<file path="src/xsw_consts.svh">
`ifndef XSW_CONSTS_SVH
`define XSW_CONSTS_SVH

// wake source vector bit positions
`define XSW_SRC_IRQ0 0
`define XSW_SRC_IRQ1 1
`define XSW_SRC_IRQ2 2
`define XSW_SRC_IRQ4 3
`define XSW_SRC_IRQ5 4
`define XSW_SRC_PORT0 5
`define XSW_SRC_BTMR 6
`define XSW_SRC_USB 7
`define XSW_SRC_IR 8
`define XSW_NUM_SRC 9

// oscillator restart settle time, nanoseconds, and its cycle count at 100 MHz
`define XSW_CLK_PERIOD_NS 10
`define XSW_SETTLE_NS 200
`define XSW_SETTLE_CYC ((`XSW_SETTLE_NS + `XSW_CLK_PERIOD_NS - 1) / `XSW_CLK_PERIOD_NS)

`endif

</file>
<file path="src/xsw_pkg.sv">
package xsw_pkg;
  typedef enum logic [3:0]
  {
    XSW_RUN = 4'b0001,
    XSW_HOLD = 4'b0010,
    XSW_RESUME = 4'b0100,
    XSW_RESET = 4'b1000
  } xsw_state_type;
endpackage : xsw_pkg

</file>
<file path="src/xsw_wake_detect.sv">
`timescale 1ns/1ns
`default_nettype none
`include "xsw_consts.svh"
module xsw_wake_detect
(
  input wire logic clk,
  input wire logic rst_n,
  input wire logic ext_irq_zero,
  input wire logic ext_irq_one,
  input wire logic ext_irq_two,
  input wire logic ext_irq_four,
  input wire logic ext_irq_five,
  input wire logic port0_irq,
  input wire logic base_timer_irq,
  input wire logic usb_bus_active_irq,
  input wire logic ir_rx_irq,
  output logic [`XSW_NUM_SRC-1:0] wake_src,
  output logic wake_any
);
  typedef struct packed
  {
    logic [`XSW_NUM_SRC-1:0] src_ff;
  } xsw_wd_state_type;
  xsw_wd_state_type st_ff;
  xsw_wd_state_type nxt_st;
  always_comb
  begin
    nxt_st = st_ff;
    nxt_st.src_ff[`XSW_SRC_IRQ0] = ext_irq_zero;
    nxt_st.src_ff[`XSW_SRC_IRQ1] = ext_irq_one;
    nxt_st.src_ff[`XSW_SRC_IRQ2] = ext_irq_two;
    nxt_st.src_ff[`XSW_SRC_IRQ4] = ext_irq_four;
    nxt_st.src_ff[`XSW_SRC_IRQ5] = ext_irq_five;
    nxt_st.src_ff[`XSW_SRC_PORT0] = port0_irq;
    nxt_st.src_ff[`XSW_SRC_BTMR] = base_timer_irq;
    nxt_st.src_ff[`XSW_SRC_USB] = usb_bus_active_irq;
    nxt_st.src_ff[`XSW_SRC_IR] = ir_rx_irq;
  end
  always_ff @(posedge clk)
  begin
    if (!rst_n)
      st_ff <= '0;
    else
      st_ff <= nxt_st;
  end
  assign wake_src = st_ff.src_ff;
  assign wake_any = |st_ff.src_ff;
endmodule : xsw_wake_detect
`default_nettype wire

</file>
<file path="src/xsw_standby_ctrl.sv">
// Behaviour
// - standby halts cpu and peripherals, timer/ir stay
// - entry stops pll, ceramic and rc oscillators
// - crystal keeps its running state on entry
// - low external clear pin releases standby
// - watchdog reset releases standby
// - external irq zero/one/two/four/five release standby
// - port 0 interrupt releases standby
// - base timer interrupt releases standby
// - usb bus activity interrupt releases standby
// - infrared receiver interrupt releases standby
`timescale 1ns/1ns
`default_nettype none
`include "xsw_consts.svh"
module xsw_standby_ctrl
#(
  parameter int SETTLE_CYC = `XSW_SETTLE_CYC
)
(
  input wire logic clk,
  input wire logic rst_n,
  input wire logic standby_req,
  input wire logic xtal_run_req,
  input wire logic external_clear_pin_n,
  input wire logic wdt_reset,
  input wire logic ext_irq_zero,
  input wire logic ext_irq_one,
  input wire logic ext_irq_two,
  input wire logic ext_irq_four,
  input wire logic ext_irq_five,
  input wire logic port0_irq,
  input wire logic base_timer_irq,
  input wire logic usb_bus_active_irq,
  input wire logic ir_rx_irq,
  output xsw_pkg::xsw_state_type state,
  output logic cpu_halt,
  output logic periph_halt,
  output logic base_timer_run,
  output logic ir_rx_run,
  output logic pll_run,
  output logic ceramic_oscillator_run,
  output logic rc_osc_run,
  output logic xtal_osc_run,
  output logic sys_reset_req,
  output logic resume_pulse,
  output logic [`XSW_NUM_SRC-1:0] wake_cause
);
  import xsw_pkg::*;

  localparam logic [7:0] SETTLE_LAST = 8'(SETTLE_CYC - 1);

  // last settle cycle; shared by the state machine and its checks
  function automatic logic settle_done(input logic [7:0] cnt);
    settle_done = (cnt == SETTLE_LAST);
  endfunction : settle_done

  typedef struct packed
  {
    xsw_state_type fsm_ff;
    logic xtal_ff;
    logic [7:0] cnt_ff;
    logic resume_ff;
    logic [`XSW_NUM_SRC-1:0] cause_ff;
  } xsw_ctrl_state_type;

  xsw_ctrl_state_type st_ff;
  xsw_ctrl_state_type nxt_st;
  logic [`XSW_NUM_SRC-1:0] wake_src;
  logic wake_any;
  logic reset_src;

  xsw_wake_detect u_wake
  (
    .clk(clk),
    .rst_n(rst_n),
    .ext_irq_zero(ext_irq_zero),
    .ext_irq_one(ext_irq_one),
    .ext_irq_two(ext_irq_two),
    .ext_irq_four(ext_irq_four),
    .ext_irq_five(ext_irq_five),
    .port0_irq(port0_irq),
    .base_timer_irq(base_timer_irq),
    .usb_bus_active_irq(usb_bus_active_irq),
    .ir_rx_irq(ir_rx_irq),
    .wake_src(wake_src),
    .wake_any(wake_any)
  );

  // reset sources beat interrupts; reset sources act from any state, interrupts only from hold
  assign reset_src = !external_clear_pin_n || wdt_reset;

  always_comb
  begin
    nxt_st = st_ff;
    nxt_st.resume_ff = 1'b0;
    case (st_ff.fsm_ff)
      XSW_RUN:
      begin
        nxt_st.xtal_ff = xtal_run_req;
        if (reset_src)
          nxt_st.fsm_ff = XSW_RESET;
        else if (standby_req)
        begin
          // crystal state frozen as it is at entry
          nxt_st.fsm_ff = XSW_HOLD;
          nxt_st.cause_ff = '0;
        end
      end
      XSW_HOLD:
      begin
        if (reset_src)
          nxt_st.fsm_ff = XSW_RESET;
        else if (wake_any)
        begin
          nxt_st.fsm_ff = XSW_RESUME;
          nxt_st.cause_ff = wake_src;
          nxt_st.cnt_ff = '0;
        end
      end
      XSW_RESUME:
      begin
        // oscillators restart, cpu waits for them to settle
        if (reset_src)
          nxt_st.fsm_ff = XSW_RESET;
        else if (settle_done(st_ff.cnt_ff))
        begin
          nxt_st.fsm_ff = XSW_RUN;
          nxt_st.resume_ff = 1'b1;
        end
        else
          nxt_st.cnt_ff = st_ff.cnt_ff + 8'h01;
      end
      XSW_RESET:
      begin
        // held until both reset sources drop; normal reset sequence follows
        nxt_st.xtal_ff = xtal_run_req;
        if (!reset_src)
          nxt_st.fsm_ff = XSW_RUN;
      end
      default:
        nxt_st.fsm_ff = XSW_RESET;
    endcase
  end

  always_ff @(posedge clk)
  begin
    if (!rst_n)
    begin
      st_ff.fsm_ff <= XSW_RUN;
      st_ff.xtal_ff <= 1'b0;
      st_ff.cnt_ff <= 8'h00;
      st_ff.resume_ff <= 1'b0;
      st_ff.cause_ff <= '0;
    end
    else
      st_ff <= nxt_st;
  end

  logic in_hold;
  assign in_hold = (st_ff.fsm_ff == XSW_HOLD);
  assign state = st_ff.fsm_ff;
  assign cpu_halt = (st_ff.fsm_ff != XSW_RUN);
  assign periph_halt = in_hold || (st_ff.fsm_ff == XSW_RESET);
  assign base_timer_run = (st_ff.fsm_ff != XSW_RESET);
  assign ir_rx_run = (st_ff.fsm_ff != XSW_RESET);
  assign pll_run = !in_hold;
  assign ceramic_oscillator_run = !in_hold;
  assign rc_osc_run = !in_hold;
  // in hold the oscillator follows the latched entry state, not the request
  assign xtal_osc_run = in_hold ? st_ff.xtal_ff : xtal_run_req;
  assign sys_reset_req = (st_ff.fsm_ff == XSW_RESET);
  assign resume_pulse = st_ff.resume_ff;
  assign wake_cause = st_ff.cause_ff;

  // hold entry and stay
  a_hold_stops_osc: assert property (
    @(posedge clk) disable iff (!rst_n)
    in_hold |-> !pll_run && !ceramic_oscillator_run && !rc_osc_run && cpu_halt)
    else $error("oscillator running in hold");
  a_xtal_kept: assert property (
    @(posedge clk) disable iff (!rst_n)
    $rose(in_hold) |-> xtal_osc_run == $past(xtal_run_req))
    else $error("crystal state changed at entry");
  a_xtal_steady: assert property (
    @(posedge clk) disable iff (!rst_n)
    in_hold && $past(in_hold) |-> $stable(xtal_osc_run))
    else $error("crystal state moved during hold");
  a_timer_ir_run: assert property (
    @(posedge clk) disable iff (!rst_n)
    in_hold |-> base_timer_run && ir_rx_run && periph_halt)
    else $error("timer or ir halted in hold");
  a_entry_from_run: assert property (
    @(posedge clk) disable iff (!rst_n)
    $rose(in_hold) |-> $past(state) == XSW_RUN && $past(standby_req) && !$past(reset_src))
    else $error("hold entered without a request");
  a_hold_waits: assert property (
    @(posedge clk) disable iff (!rst_n)
    in_hold && !reset_src && !wake_any |=> in_hold)
    else $error("hold left with no release source");
  a_state_onehot: assert property (
    @(posedge clk) disable iff (!rst_n)
    $onehot(state))
    else $error("state code not one-hot");
  a_run_no_halt: assert property (
    @(posedge clk) disable iff (!rst_n)
    state == XSW_RUN |-> !cpu_halt && !periph_halt && pll_run)
    else $error("core halted while running");

  // reset sources win from any state
  a_clear_pin_exit: assert property (
    @(posedge clk) disable iff (!rst_n)
    in_hold && !external_clear_pin_n |=> sys_reset_req)
    else $error("clear pin did not release hold");
  a_wdt_exit: assert property (
    @(posedge clk) disable iff (!rst_n)
    in_hold && wdt_reset |=> sys_reset_req && pll_run)
    else $error("watchdog did not release hold");
  a_reset_any: assert property (
    @(posedge clk) disable iff (!rst_n)
    reset_src |=> sys_reset_req)
    else $error("reset source did not reach reset state");
  a_reset_leaves: assert property (
    @(posedge clk) disable iff (!rst_n)
    sys_reset_req && !reset_src |=> state == XSW_RUN && !cpu_halt)
    else $error("reset state not left after sources dropped");

  // a source already pending would wake first, so each exit check starts from a quiet hold
  a_irq_exit: assert property (
    @(posedge clk) disable iff (!rst_n)
    in_hold && !reset_src && !wake_any && ext_irq_two ##1 !reset_src |=> state == XSW_RESUME)
    else $error("ext irq did not release hold");
  a_irq_zero_exit: assert property (
    @(posedge clk) disable iff (!rst_n)
    in_hold && !reset_src && !wake_any && ext_irq_zero ##1 !reset_src
      |=> wake_cause[`XSW_SRC_IRQ0])
    else $error("ext irq zero did not release hold");
  a_irq_one_exit: assert property (
    @(posedge clk) disable iff (!rst_n)
    in_hold && !reset_src && !wake_any && ext_irq_one ##1 !reset_src
      |=> wake_cause[`XSW_SRC_IRQ1])
    else $error("ext irq one did not release hold");
  a_irq_four_exit: assert property (
    @(posedge clk) disable iff (!rst_n)
    in_hold && !reset_src && !wake_any && ext_irq_four ##1 !reset_src
      |=> wake_cause[`XSW_SRC_IRQ4])
    else $error("ext irq four did not release hold");
  a_irq_five_exit: assert property (
    @(posedge clk) disable iff (!rst_n)
    in_hold && !reset_src && !wake_any && ext_irq_five ##1 !reset_src
      |=> wake_cause[`XSW_SRC_IRQ5])
    else $error("ext irq five did not release hold");
  a_port0_exit: assert property (
    @(posedge clk) disable iff (!rst_n)
    in_hold && !reset_src && !wake_any && port0_irq ##1 !reset_src |=> !in_hold)
    else $error("port 0 did not release hold");
  a_btmr_exit: assert property (
    @(posedge clk) disable iff (!rst_n)
    in_hold && !reset_src && !wake_any && base_timer_irq ##1 !reset_src
      |=> wake_cause[`XSW_SRC_BTMR])
    else $error("base timer did not release hold");
  a_usb_exit: assert property (
    @(posedge clk) disable iff (!rst_n)
    in_hold && !reset_src && !wake_any && usb_bus_active_irq ##1 !reset_src |=> !in_hold)
    else $error("usb activity did not release hold");
  a_ir_exit: assert property (
    @(posedge clk) disable iff (!rst_n)
    in_hold && !reset_src && !wake_any && ir_rx_irq ##1 !reset_src |=> !in_hold)
    else $error("ir receiver did not release hold");
  a_cause_snapshot: assert property (
    @(posedge clk) disable iff (!rst_n)
    in_hold && wake_any && !reset_src |=> wake_cause == $past(wake_src))
    else $error("wake cause not captured at release");
  a_cause_held: assert property (
    @(posedge clk) disable iff (!rst_n)
    !in_hold && !(state == XSW_RUN && standby_req && !reset_src) |=> $stable(wake_cause))
    else $error("wake cause changed outside entry or release");

  // settle length is tracked by the counter, not by a long repetition
  a_osc_restart: assert property (
    @(posedge clk) disable iff (!rst_n)
    in_hold && wake_any && !reset_src
      |=> state == XSW_RESUME && pll_run && ceramic_oscillator_run && rc_osc_run)
    else $error("oscillators not restarted on release");
  a_resume_entry: assert property (
    @(posedge clk) disable iff (!rst_n)
    $rose(state == XSW_RESUME) |-> st_ff.cnt_ff == 8'h00)
    else $error("settle count not cleared on release");
  a_settle_bound: assert property (
    @(posedge clk) disable iff (!rst_n)
    state == XSW_RESUME |-> st_ff.cnt_ff <= SETTLE_LAST)
    else $error("settle count past its end");
  a_settle_step: assert property (
    @(posedge clk) disable iff (!rst_n)
    state == XSW_RESUME && !reset_src && !settle_done(st_ff.cnt_ff)
      |=> state == XSW_RESUME && st_ff.cnt_ff == $past(st_ff.cnt_ff) + 8'h01)
    else $error("settle count did not advance");
  a_resume_done: assert property (
    @(posedge clk) disable iff (!rst_n)
    state == XSW_RESUME && !reset_src && settle_done(st_ff.cnt_ff)
      |=> state == XSW_RUN && resume_pulse)
    else $error("resume not completed after settle");
  a_resume_awake: assert property (
    @(posedge clk) disable iff (!rst_n)
    state == XSW_RESUME |-> cpu_halt && !periph_halt && pll_run)
    else $error("oscillators or peripherals off while settling");
  a_pulse_once: assert property (
    @(posedge clk) disable iff (!rst_n)
    resume_pulse |=> !resume_pulse)
    else $error("resume pulse longer than one cycle");
  a_pulse_cause: assert property (
    @(posedge clk) disable iff (!rst_n)
    resume_pulse |-> $past(state) == XSW_RESUME)
    else $error("resume pulse without settle");
endmodule : xsw_standby_ctrl
`default_nettype wire

</file>
<file path="config.mk">
export PLATFORM = sky130hd
export DESIGN_NAME = xsw_standby_ctrl
export DESIGN_NICKNAME = d
export VERILOG_FILES = /design/src/xsw_pkg.sv /design/src/xsw_wake_detect.sv /design/src/xsw_standby_ctrl.sv
export VERILOG_INCLUDE_DIRS = /design/src
export SDC_FILE = /design/constraint.sdc
export NUM_CORES = 1
export LEC_CHECK = 0
export ABC_AREA = 1
export BUFFER_PORTS_ARGS = -buffer_cell sky130_fd_sc_hd__buf_2
export CAP_MARGIN = 20
export CORE_ASPECT_RATIO = 1.2
export CORE_UTILIZATION = 48
export DETAILED_ROUTE_END_ITERATION = 10
export PLACE_DENSITY = 0.75
export SLEW_MARGIN = 10
export SYNTH_ARGS = -nofsm -noshare
export SYNTH_HDL_FRONTEND = slang
export SYNTH_SLANG_ARGS = --single-unit
</file>
<file path="constraint.sdc">
create_clock -name clk -period 1.3 [get_ports clk]
set_clock_uncertainty 0.15 [all_clocks]
set_input_delay 0.195 -clock clk [delete_from_list [all_inputs] [get_ports clk]]
set_output_delay 0.195 -clock clk [all_outputs]
set_load 0.01 [all_outputs]
</file>
Word-level counts from Yosys, hierarchy flattened
Index checks and enable logic that the tools add are counted.
Word-level totals
  bits of input ports: 15
  logic and storage cells: 58
  flip-flop bits (word level): 32
  output and inout port bits: 23
Operators by class
  add/sub/neg operators: 1
  eq/ne operators: 17
  multiplexer cells: 20
  reductions and logical operators: 12
  bitwise gates (word level): 2
Operators with widths (number)
  9-bit two-way mux: 5
  4-bit two-way mux: 7
  8-bit two-way mux: 3
  9-bit case mux with 2 select lines: 1
  4-bit case mux with 4 select lines: 1
  8-bit case mux with 2 select lines: 1
  2-bit != test (second input constant): 6
  5-bit AND reduction: 2
  9-bit OR reduction: 1
  8-bit by 1-bit adder with 8-bit output (second input constant): 1
  8-bit by 5-bit equality test with 1-bit output (second input constant): 1
  3-bit != test (second input constant): 2
  4-bit by 1-bit equality test with 1-bit output (second input constant): 1
  4-bit by 2-bit equality test with 1-bit output (second input constant): 1
  4-bit by 3-bit equality test with 1-bit output (second input constant): 1
  4-bit equality test (second input constant): 1
  4-bit by 1-bit != test with 1-bit output (second input constant): 1
  4-bit != test (second input constant): 1
  4-bit AND reduction: 1
  2-bit nonzero test: 2
  3-bit by 2-bit != test with 1-bit output (second input constant): 1
  3-bit OR reduction: 1
  1-bit logical NOT: 2
  1-bit logical OR: 2
  other kinds (4): 6

Logic depth before layout (Yosys ltp)
  depth after elaboration: 4
  depth in mapped cells: 9
  depth with buffers taken out: 9

Modules after synthesis
A second synthesis with hierarchy kept.
Second synthesis, totals
  cells, all modules: 221
  area, all modules: 1650.3 µm²
Modules (own cells, without submodules)
  xsw_standby_ctrl: times used 1, area each 1367.6 µm², sequential area each 460.4 µm², cells each 186
  xsw_wake_detect: times used 1, area each 282.8 µm², sequential area each 180.2 µm², cells each 35

Worst setup path before layout
OpenSTA, ideal clock, no wires.
  path type: reg-to-reg
  start point: reg st_ff, in the netlist state[3]
  end point: reg st_ff, in the netlist wake_cause[6]
  data required time: 1.018 ns
  arrival: 1.136 ns
  buffers on the path: 0
  library setup time: 0.132 ns
  path slack: -0.118 ns
  cell stages (with the launch flop): 9
  clock period less this slack: 1.418 ns
  cells stage by stage: dfxtp_1 -> nor2_2 -> nand3_2 -> nand2_1 -> nand2_2 -> clkinv_4 -> nand3_4 -> nand2_1 -> a21oi_1
On the way
  longest elaborated chain between the ends: 3
  elaborated cells on any way between the ends: 9
  those cells by class: eq/ne: 6; mux: 1; reduce/logical: 2
Ends and longest elaborated chain
  start, declared: line xsw_standby_ctrl.sv:66  | xsw_ctrl_state_type st_ff;
  start signal, assigned: line xsw_standby_ctrl.sv:156  | st_ff <= nxt_st;
  4-bit by 1-bit equality test with 1-bit output or 4-bit by 2-bit equality test with 1-bit output (tied branches): line xsw_standby_ctrl.sv:96  | case (st_ff.fsm_ff)
  2-bit != test (no source line) (tied with other cells)
  5-bit AND reduction (no source line)
Parallel ways exist; a longest one is shown, timed or not.
A chain may end at the register's enable or synchronous reset.

Worst setup path after layout
  start point: reg st_ff, in the netlist state[3]
  end point: out cpu_halt
On the way
  longest elaborated chain between the ends: 1
Ends and longest elaborated chain
  4-bit by 1-bit != test with 1-bit output: line xsw_standby_ctrl.sv:162  | assign cpu_halt = (st_ff.fsm_ff != XSW_RUN);
  end, declared: line xsw_standby_ctrl.sv:36  | output logic cpu_halt,
Every way passes these cells.

==> results.toml <==
[sta]
timing.slew.headroom_pct = 75.50
rsz0062_at_grt = "true"
holdWs_ns = 0.06501
report.final.slew_viol_count = 0
final_hold_viol_count = 0
min_period_ns = 1.644
worst_slack_ns = -0.3436
fmax_ghz = 0.6084
period_share_pct = 126.4
max_slew.worst_pin.slew_ns = 0.3655
setup_viol = 32

[logic_synthesis]
synth_top_family_by_area = "simple AND/OR/NAND/NOR gates"
synth_compound_area_share_pct = 9.193
synthAdderAreaFrac_pct = 0.7474
yosysUniqueCellTypes = 32
synth.top_cell.area_share_pct = 38.27
seq_area_frac_synth_pct = 38.27
ys_warn_count = 0
synthXorXnorAreaFrac_pct = 0
netlist_instances = 218
synthMuxAreaShare_pct = 0
synth_largest_area_cell = "dfxtp_1"
synth_area_mm2 = 0.001674
synth_area_leaders = "dfxtp_1 (38%), nand2_1 (9.6%), buf_4 (7.2%), nand4_1 (6.7%), inv_1 (6.1%)"
synthArstFlopShare_pct = 0
ys_seq_elements = 32
synth_edf_count = 0
syn-num-nets = 234
synth_area_per_cell_um2 = 7.679
synthFlopType = "dfxtp_1"
synth_simple_gate_area_share_pct = 35.43

[critical_path]
crit_path_top_delay_cell = "dfxtp_4"
cp_num_buf_inv = 3
path_class = "flop to output port"
end_kind = "output port"
critPathLaunchType = "flop"
max_stage_delay_ns = 0.36
cp.required_ns = 0.95
cp_top_family = "flip-flops"
worst_path_most_repeated_cell = "buf_6"
crit_chain = "nor2_4, nand3_2, buf_6, buf_6, buf_6"
crit_fanout = 3
crit_arrival_ns = 1.30

[cells_and_area]
drive_above_1_share_pct = 49.84
fillers = 207
fin_nets = 320
syn_to_final_growth_pct = 57.03
n_antenna_cell = 0
fin_cells = 342
final_area_mm2 = 0.002629

[placement]
dpl.cell_count = 312
hpwlAfterDp_mm = 2.721
place.gp.congestion = 0.8556
io_buffers = 37
dpl_cell_area_mm2 = 0.002095

[cts]
cts_buffers = 5
path_clk_slew_ns = 0.07
clk-insertion-delay-late_ns = 0.29
cts_tree = "built"
cts.sinks = 32
cts_buffer_depth = 2
root_buffer = "clkbuf_8"
cts_max_level = 2

[route]
drt-initial-drc-count = 99
wl_per_cell_um = 14.52
finalWirelength_mm = 4.967
dr.pass1.iters = 4
drc = 0
final_antenna_net_count = 0
vias = 1831
viasPerCell = 5.354

[grt]
overflow = 0
grt_pass1_vias = 1692
grt_antenna_before_repair = 0
grt_pass1_wl_mm = 7.300
gr-usage-all-layers_pct = 25.70
grt_max_degree = 15

[floorplan]
io_pins = 38
core_area_mm2 = 0.003338
rows = 23
die_h_um = 66.70
die_w_um = 55.91
initial_core_util_pct = 50.15
die-area_mm2 = 0.003729

[status]
violations = "setup timing"
status = "finished, violations left"

[power]
vdd_drop_max_mv = 0.9351
p_total_mw = 2.399
power-per-cell-area_mw_per_mm2 = 912.7
leakage_nw = 1.199

[flow_run]
maxCapViolCount = 0

[hold_path]
hp-class = "input port to flop"
-- per-stage QoR --
stage	util (%)	TNS [ns]	setup WS, ns
6_report	78.75	-8.007	-0.3436
5_1_grt	78.75	-9.830	-0.3807
4_1_cts	74.93	-6.452	-0.3074
3_5_place_dp	62.74	-2.914	-0.1822
3_3_place_gp	62.74	-2.061	-0.1252
2_1_floorplan	-	-0.8935	-0.07442
-- registers in the layout, indices dropped and copies added, names as in the netlist --
signal           count
st_ff                9
resume_pulse         1
u_wake.wake_src      9
state                4
wake_cause           9
-- what timing repair did --
item | 4_1_cts | 5_1_grt
buffers inserted | 7 | 3
hold buffers | 9 | 0
gates cloned | 3 | 1
pin swaps | 7 | 22
resized for setup | 29 | 27
endpoints found under the hold margin | 9 | 0
setup endpoints to repair | 30 | 32
-- synthesized netlist by cell type, types with 2 or more instances --
master / instances
nand2_1: 43
dfxtp_1: 32
inv_1: 27
nand4_1: 18
a21oi_1: 17
buf_4: 16
nand3_1: 12
nor2_1: 12
o21ai_0: 5
nor2_2: 4
nand3_2: 3
nand3_4: 3
buf_6: 2
clkbuf_1: 2
nand2_2: 2
nand2_4: 2
nor2_4: 2
o21bai_1: 2
-- cell type report --
class	count	area (um^2)	area share, %
multi-input combinational	138	955.9	36.36
sequential	32	655.6	24.94
timing repair inverter	1	5.005	0.1904
timing repair buffer	95	732.0	27.84
tap	37	46.29	1.761
inverter	31	126.4	4.807
clock buffer	6	72.57	2.761
clock inverter	2	35.03	1.333
-- power by group --
group / internal (mW) / total [mW] / switching [mW]
sequential: 1.01 / 1.03 / 0.0216
clock: 0.568 / 0.948 / 0.380
combinational: 0.204 / 0.424 / 0.219
total: 1.78 / 2.40 / 0.621
-- metal layers --
metal | wire, um | GRT usage (%)
met1 | 1918 | 26.47
met2 | 2598 | 48.80
met3 | 218 | 3.301
met4 | 231 | 17.07
met5 | 0 | 0
-- layout by cell type, fill, tap and decap left out, types with 4 or more instances in the layout --
cell type / netlist / routed
nand2_1: 43 / 34
dlygate4sd3_1: 0 / 9
buf_6: 2 / 19
dfxtp_1: 32 / 26
nor2_1: 12 / 11
nand4_1: 18 / 18
buf_4: 16 / 37
nand3_2: 3 / 5
nand3_1: 12 / 9
nor2_4: 2 / 6
clkbuf_8: 0 / 5
nand3_4: 3 / 6
nand2_4: 2 / 4
nand2_2: 2 / 8
a21oi_2: 1 / 8
buf_2: 0 / 30
inv_1: 27 / 24
a21oi_1: 17 / 10
-- kinds of logic (layout without fill, tap and decap cells) --
family | Yosys count | after routing
and+or+nand+nor | 106 | 109
buffers and inverters | 51 | 135
DFF | 32 | 32
AOI/OAI and AO/OA | 28 | 28
adders and majority gates | 1 | 1
-- tightest hold or removal path: stages --
cell     delay, ns
buf_2         0.11
o21ai_1       0.09
a21oi_2       0.06
-- worst paths after layout --
check / start / to / slack [ns] / depth (start not counted)
worst max-delay path: state[3] / cpu_halt / -0.34 / 5
worst min-delay path: xtal_run_req / st_ff[18] / 0.07 / 3
worst max register to register: state[1] / st_ff[10] / -0.33 / 9
worst min register to register: wake_cause[8] / wake_cause[8] / 0.31 / 2
Power figures use the tool's default switching activity.
